## config.mk

```make
export PLATFORM = sky130hd
export DESIGN_NAME = mcu_io_ports
export DESIGN_NICKNAME = d
export VERILOG_FILES = /design/src/rtl/io_port_pkg.sv /design/src/rtl/mcu_io_ports.sv /design/src/rtl/sync2.sv
export VERILOG_INCLUDE_DIRS = /design/src /design/src/rtl
export SDC_FILE = /design/constraint.sdc
export NUM_CORES = 1
export LEC_CHECK = 0
export CAP_MARGIN = 20
export CORE_MARGIN = 4
export CORE_UTILIZATION = 35
export DETAILED_ROUTE_END_ITERATION = 8
export DONT_BUFFER_PORTS = 1
export MAX_ROUTING_LAYER = met4
export PLACE_DENSITY = 0.52
export RECOVER_POWER = 50
export SYNTH_ARGS = -nofsm -noshare
export SYNTH_HDL_FRONTEND = slang
export SYNTH_SLANG_ARGS = --single-unit
```

## constraint.sdc

```tcl
create_clock -name i_clk -period 1.5 [get_ports i_clk]
set_input_delay 0 -clock i_clk [delete_from_list [all_inputs] [get_ports i_clk]]
set_output_delay 0 -clock i_clk [all_outputs]
set_load 0.005 [all_outputs]
```

## src/rtl/io_port_defs.svh

```systemverilog
`ifndef IO_PORT_DEFS_SVH
`define IO_PORT_DEFS_SVH
`define EN_SERIAL_COUNT   0
`define EN_INPUT_IRQ      1
`define EN_PORT_DRIVE     2
`define EN_SERIAL_OUT     3
`define ENABLE_RESET      4'h0
`define LATCH_RESET       8'h00
`define SERIAL_RESET      4'h0
`define SHIFT_DIV_DEFAULT 16
`define SHIFT_DIV_W       8
`endif

```

## src/rtl/io_port_pkg.sv

```systemverilog
package io_port_pkg;
  typedef struct packed {
    logic       latch_load_op;
    logic       latch_readback_op;
    logic       port_pins_read_op;
    logic       acc_serial_swap_op;
    logic       general_inputs_read_op;
    logic       latched_inputs_read_op;
    logic       enable_write_op;
  } cpu_ops_t;
  typedef struct packed {
    logic [3:0] acc;
    logic [3:0] mem;
    logic       carry;
  } cpu_data_t;
endpackage

```

## src/rtl/mcu_io_ports.sv

```systemverilog
`timescale 1ns/10ps
`include "io_port_defs.svh"
module mcu_io_ports #(
  parameter int SHIFT_DIV = `SHIFT_DIV_DEFAULT
) (
  // clock and reset
  input  wire logic                    i_clk,
  input  wire logic                    i_rst,
  // instruction side
  input  wire io_port_pkg::cpu_ops_t   i_ops,
  input  wire io_port_pkg::cpu_data_t  i_data,
  input  wire logic                    i_host_mode,
  input  wire logic                    i_ready_level,
  output logic [3:0]                   o_acc,
  output logic [3:0]                   o_mem,
  output logic                         o_acc_valid,
  output logic [3:0]                   o_enable,
  output logic                         o_irq_req,
  // parallel port pins
  input  wire logic [7:0]              i_port,
  output logic [7:0]                   o_port,
  output logic [7:0]                   o_port_oe,
  // serial pins
  input  wire logic                    i_serial_in,
  output logic                         o_serial_out,
  output logic                         o_serial_clock_pin,
  // general inputs and oscillator pin
  input  wire logic [3:0]              i_gen_in,
  input  wire logic                    i_oscillator_out_pin,
  // host ready line
  output logic                         o_ready_request_line,
  output logic                         o_ready_oe
);
  import io_port_pkg::*;

  // ----------------------------------------
  // helpers
  // ----------------------------------------
  // high-to-low step between two samples of a synced pin
  function automatic logic fell(input logic prev, input logic cur);
    return prev && !cur;
  endfunction

  // ----------------------------------------
  // input synchronisation
  // ----------------------------------------
  logic [7:0] port_s;
  logic [3:0] gen_s;
  logic       si_s;
  logic       osc_s;
  sync2 #(.W(14)) u_sync (
    .i_clk (i_clk),
    .i_rst (i_rst),
    .i_d   ({i_port, i_gen_in, i_serial_in, i_oscillator_out_pin}),
    .o_q   ({port_s, gen_s, si_s, osc_s})
  );

  // ----------------------------------------
  // enable register and latch
  // ----------------------------------------
  logic [3:0] enable;
  logic [7:0] out_latch;
  logic [3:0] serial_shift_count_reg;
  logic [1:0] pulse_catch;
  logic [3:0] gen_prev;
  logic       clk_level;
  logic [`SHIFT_DIV_W-1:0] div_cnt;

  wire serial_counter_select_bit = enable[`EN_SERIAL_COUNT];
  wire input_interrupt_enable_bit = enable[`EN_INPUT_IRQ];
  wire port_drive_enable_bit = enable[`EN_PORT_DRIVE];
  wire serial_out_control_bit = enable[`EN_SERIAL_OUT];

  // new enable value acts from the cycle after the write
  always_ff @(posedge i_clk)
  begin
    if (i_rst)
      enable <= `ENABLE_RESET;
    else if (i_ops.enable_write_op)
      enable <= i_data.acc;
  end

  always_ff @(posedge i_clk)
  begin
    if (i_rst)
      out_latch <= `LATCH_RESET;
    else if (i_ops.latch_load_op)
      out_latch <= {i_data.acc, i_data.mem};
  end

  // ----------------------------------------
  // serial register and shift clock
  // ----------------------------------------
  // the shift clock is a slow divided enable so external
  // shift registers see clean edges
  // divider rests while shifting is off, so setting bit 3
  // never opens with a short clock pulse
  wire shift_run = !serial_counter_select_bit && serial_out_control_bit;
  wire div_tick = (div_cnt == `SHIFT_DIV_W'(SHIFT_DIV - 1));
  wire shift_rise = div_tick && !clk_level;
  wire do_shift = shift_rise && shift_run;
  logic si_prev;
  wire si_fall = fell(si_prev, si_s);
  wire do_count = serial_counter_select_bit && si_fall;
  logic carry_out;

  always_ff @(posedge i_clk)
  begin
    if (i_rst || !shift_run)
    begin
      div_cnt   <= '0;
      clk_level <= 1'b0;
    end
    else
    begin
      div_cnt   <= div_tick ? '0 : div_cnt + 1'b1;
      if (div_tick)
        clk_level <= !clk_level;
    end
  end

  always_ff @(posedge i_clk)
  begin
    if (i_rst)
      si_prev <= 1'b1;
    else
      si_prev <= si_s;
  end

  always_ff @(posedge i_clk)
  begin
    if (i_rst)
      serial_shift_count_reg <= `SERIAL_RESET;
    else if (i_ops.acc_serial_swap_op)
      serial_shift_count_reg <= i_data.acc;
    else if (do_shift)
      serial_shift_count_reg <= {serial_shift_count_reg[2:0], si_s};
    else if (do_count)
      serial_shift_count_reg <= serial_shift_count_reg + 4'h1;
  end

  always_ff @(posedge i_clk)
  begin
    if (i_rst)
      carry_out <= 1'b0;
    else if (i_ops.acc_serial_swap_op)
      carry_out <= i_data.carry;
  end

  wire shift_clk_gated = clk_level && serial_out_control_bit;
  assign o_serial_out = serial_counter_select_bit
                        ? serial_out_control_bit
                        : serial_shift_count_reg[3];
  assign o_serial_clock_pin = serial_counter_select_bit
                              ? carry_out
                              : shift_clk_gated;

  // ----------------------------------------
  // general inputs
  // ----------------------------------------
  wire take_latched = i_ops.latched_inputs_read_op;
  wire [1:0] fall03 = {fell(gen_prev[3], gen_s[3]),
                       fell(gen_prev[0], gen_s[0])};

  always_ff @(posedge i_clk)
  begin
    if (i_rst)
    begin
      gen_prev    <= 4'hF;
      pulse_catch <= 2'b00;
    end
    else
    begin
      gen_prev <= gen_s;
      // a new pulse beats the clearing read
      pulse_catch <= fall03
                     | (take_latched ? 2'b00 : pulse_catch);
    end
  end

  wire irq_fall = fell(gen_prev[1], gen_s[1]);
  assign o_irq_req = input_interrupt_enable_bit && irq_fall;

  // ----------------------------------------
  // read data back to accumulator and memory
  // ----------------------------------------
  logic [3:0] next_acc;
  logic [3:0] next_mem;
  logic       next_valid;
  always_comb
  begin
    next_acc   = 4'h0;
    next_mem   = 4'h0;
    next_valid = 1'b1;
    if (i_ops.port_pins_read_op)
      {next_acc, next_mem} = port_s;
    else if (i_ops.latch_readback_op)
      {next_acc, next_mem} = out_latch;
    else if (i_ops.acc_serial_swap_op)
      next_acc = serial_shift_count_reg;
    else if (i_ops.general_inputs_read_op)
      next_acc = gen_s;
    else if (take_latched)
      next_acc = {pulse_catch[1], osc_s, 1'b0, pulse_catch[0]};
    else
      next_valid = 1'b0;
  end

  always_ff @(posedge i_clk)
  begin
    if (i_rst)
    begin
      o_acc       <= 4'h0;
      o_mem       <= 4'h0;
      o_acc_valid <= 1'b0;
    end
    else
    begin
      o_acc       <= next_acc;
      o_mem       <= next_mem;
      o_acc_valid <= next_valid;
    end
  end

  // ----------------------------------------
  // parallel port drive and host bus
  // ----------------------------------------
  // host strobes: select on input 2, write on 3
  wire host_cs_n = gen_s[2];
  wire host_wr_n = gen_s[3];
  wire host_drive = !host_cs_n && !host_wr_n;
  wire drive_on = i_host_mode ? host_drive : port_drive_enable_bit;

  // both active devices off when not driving
  assign o_port_oe = drive_on ? 8'hFF : 8'h00;
  assign o_port = drive_on ? out_latch : 8'h00;
  assign o_ready_request_line = i_ready_level;
  assign o_ready_oe = i_host_mode;
  assign o_enable = enable;
endmodule

```

## src/rtl/sync2.sv

```systemverilog
`timescale 1ns/10ps
module sync2 #(
  parameter int W = 1
) (
  input  wire logic         i_clk,
  input  wire logic         i_rst,
  input  wire logic [W-1:0] i_d,
  output logic      [W-1:0] o_q
);
  logic [W-1:0] meta;
  always_ff @(posedge i_clk)
  begin
    if (i_rst)
    begin
      meta <= '1;
      o_q  <= '1;
    end
    else
    begin
      meta <= i_d;
      o_q  <= meta;
    end
  end
endmodule

```

==> flow_summary.json <==
{
  "switchingPower_mw": 0.870,
  "fillers": 715,
  "die_area_mm2": 0.00903,
  "layout_common_cells": "dfxtp_1 (65), dlygate4sd3_1 (42), or2_2 (32), nor2_1 (32), nand2_1 (16)",
  "synthCells": 279,
  "grt_pass1_vias": 1868,
  "wirelength_um": 5740,
  "start_kind": "register",
  "cp.required_ns": 1.76,
  "track_usage_pct": 14.0,
  "grt_start_max_net_pins": 67,
  "yosys_warnings": 0,
  "hpwlAfterDp_um": 3590,
  "min_period_ns": 1.47,
  "timing.fmax_ghz": 0.681,
  "seqCellArea_mm2": 0.00139,
  "crit_slowest_cell": "or4b_1",
  "synth_nets": 315,
  "critPathMaxStageDelay_ns": 0.51,
  "fin_util_pct": 46.7,
  "finClkSkew_ns": 0.00808,
  "cts_root_buf": "clkbuf_8",
  "crit_family": "simple AND/OR/NAND/NOR gates",
  "drv_cap": 0,
  "num-nets-final": 355,
  "synth_area_mm2": 0.00265,
  "arrival_ns": 1.73,
  "cts_buffers": 9,
  "avgSynthCellArea_um2": 9.50,
  "total_power_mw": 3.78,
  "maxSlewViolCount": 0,
  "min_path_type": "in -> out",
  "hold_viol_final": 0,
  "ir_drop_mv": 0.691,
  "end_kind": "register",
  "post-route-period-util_pct": 97.8,
  "status": "complete, no violations",
  "boundaryPins": 68,
  "critical_path.startpoint": "div_cnt[1]",
  "p_seq_share_pct": 52.0,
  "grt_overflow": 0,
  "grt_pass1_wl_um": 9270,
  "setup_tns_ns": 0,
  "holdWs_ns": 0.00000406,
  "drive_gt1_share_pct": 21.9,
  "cts_tree": "yes",
  "clock_path_buffers": 2,
  "cts.sink_count": 69,
  "ys_seq_area_share_pct": 52.1,
  "drt_drc_violations_left": 0,
  "vias": 1921,
  "comb_power_share_pct": 8.4,
  "crit_fanout": 3,
  "path_buf_inv": 0,
  "drt_iter0_drc": 104,
  "intPower_mw": 2.91,
  "die_y_um": 95.0,
  "design.core.area_mm2": 0.00729,
  "place_ws_ns": 0.0627,
  "setup_viol": 0,
  "drtPass1Iterations": 4,
  "final_common_cell": "dfxtp_1",
  "die_x_um": 95.0,
  "multi_input_area_mm2": 0.00114,
  "n_antenna_cell": 0,
  "pwr_density_cell_mw_per_mm2": 1110,
  "hp-start": "i_host_mode",
  "r2r-start": "div_cnt[1]",
  "path_clk_slew_ns": 0.07,
  "yosysUniqueCellTypes": 36,
  "antenna_found_initial": 0,
  "start_util_pct": 36.3,
  "ys_ff_latch": 69,
  "place_congestion": 0.758,
  "clock_power_share_pct": 39.7,
  "syn_to_final_growth_pct": 28.5,
  "top_regs": "u_sync.meta: 14 flops, u_sync.o_q: 14 flops",
  "viasPerCell": 4.54,
  "clk_latency_ns": 0.34,
  "p_leak_nw": 1.33,
  "relSlewSlack_pct": 63.1,
  "crit_type": "reg -> reg",
  "portBuffers": 0,
  "path_cells": "ha_4 > and3_4 > nand3_2 > or4b_1 > o211ai_1",
  "wl_per_cell_um": 13.6,
  "rsz0062_at_grt": "yes",
  "sw_frac_of_total_pct": 23.0,
  "rows": 31,
  "setup_ws_ns": 0.0326,
  "ant_nets": 0,
  "h-tree-depth": 3,
  "worst_pin_slew_ns": 0.554
}
## area by class of cell
| type | count | area share [%] |
|---|---|---|
| clock inverter | 6 | 1.84 |
| sequential | 69 | 40.7 |
| multi-input combinational | 180 | 33.5 |
| timing repair buffer | 54 | 15.7 |
| inverter | 5 | 0.551 |
| clock buffer | 10 | 4.04 |
| tap | 99 | 3.64 |
## through the flow
stage               cell area, µm²  cells
floorplan                     2650    279
global placement              2680    359
detailed placement            2680    359
CTS                           3340    419
global route                  3400    423
finish                        3400    423
## per-layer routing
metal	vias to the layer above	wire [µm]	global-route usage, %
li1	993	-	-
met1	853	2550	17.2
met2	60	2570	20.8
met3	15	483	5.60
met4	0	131	5.17
met5	-	0	-
## power groups by stage
stage	Clock [mW]	Combinational [mW]	Sequential [mW]
global placement	0	0.165	2.01
global route	1.64	0.356	1.97
CTS	1.56	0.316	1.96
finish	1.50	0.316	1.97
floorplan	0	0.195	1.99
detailed placement	0	0.167	2.01
## repair_timing
| item | 4_1_cts | 5_1_grt |
|---|---|---|
| setup buffers | 0 | 4 |
| hold buffers | 44 | 0 |
| hold endpoints to repair | 62 | 0 |
| pin swaps | 0 | 5 |
| setup endpoints to repair | 2 | 15 |
| resized for setup | 1 | 10 |
## path summary, 6_finish.rpt
check	endpoint	slack, ns	depth (start not counted)
setup / recovery	serial_shift_count_reg[2]	0.03	5
hold / removal	o_ready_oe	0.000004	0
setup reg to reg	serial_shift_count_reg[2]	0.03	5
hold reg to reg	u_sync.o_q[11]	0.41	1
## cell usage after synthesis
master	instances	area share, %
dfxtp_1	69	52
nor2_1	33	4.7
or2_2	32	7.6
nand2_1	16	2.3
a21oi_1	15	2.8
mux2i_1	15	5.7
clkbuf_1	13	1.8
buf_4	11	3.1
nor2b_1	11	2.6
nand2b_1	6	1.4
o21ai_0	6	1.1
inv_1	5	0.71
nand3_1	5	0.94
xnor2_1	5	1.7
nor3_1	4	0.76
xor2_1	4	1.3
a221oi_1	3	0.99
nand3b_1	3	0.85
and3_1	2	0.47
ha_1	2	0.94
o211ai_1	2	0.57
o31ai_1	2	0.57
or4b_1	2	0.76
and2_1	1	0.24
and3b_1	1	0.33
buf_2	1	0.19
nand3_2	1	0.38
nand4_1	1	0.24
nand4b_1	1	0.33
nor3b_1	1	0.28
nor4_4	1	0.80
o2111ai_1	1	0.33
o221ai_1	1	0.33
o22ai_1	1	0.24
or3_1	1	0.24
or3b_2	1	0.33
## worst register-to-register path, cell delays in order (launching register included)
cell	delay [ns]
dfxtp_2	0.35
ha_4	0.14
and3_4	0.19
nand3_2	0.09
or4b_1	0.51
o211ai_1	0.11
## cell families after synthesis
logic type               count (synthesis)  synth area share, %
AO/OA/AOI/OAI                           31                 6.99
XOR/XNOR                                 9                 2.97
adder cells (fa/ha/maj)                  2                0.944
buffers and inverters                   30                 5.85
flip-flops                              69                 52.1
multiplexers                            15                 5.67
AND/OR/NAND/NOR                        123                 25.4
(Power assumes the default switching activity.)
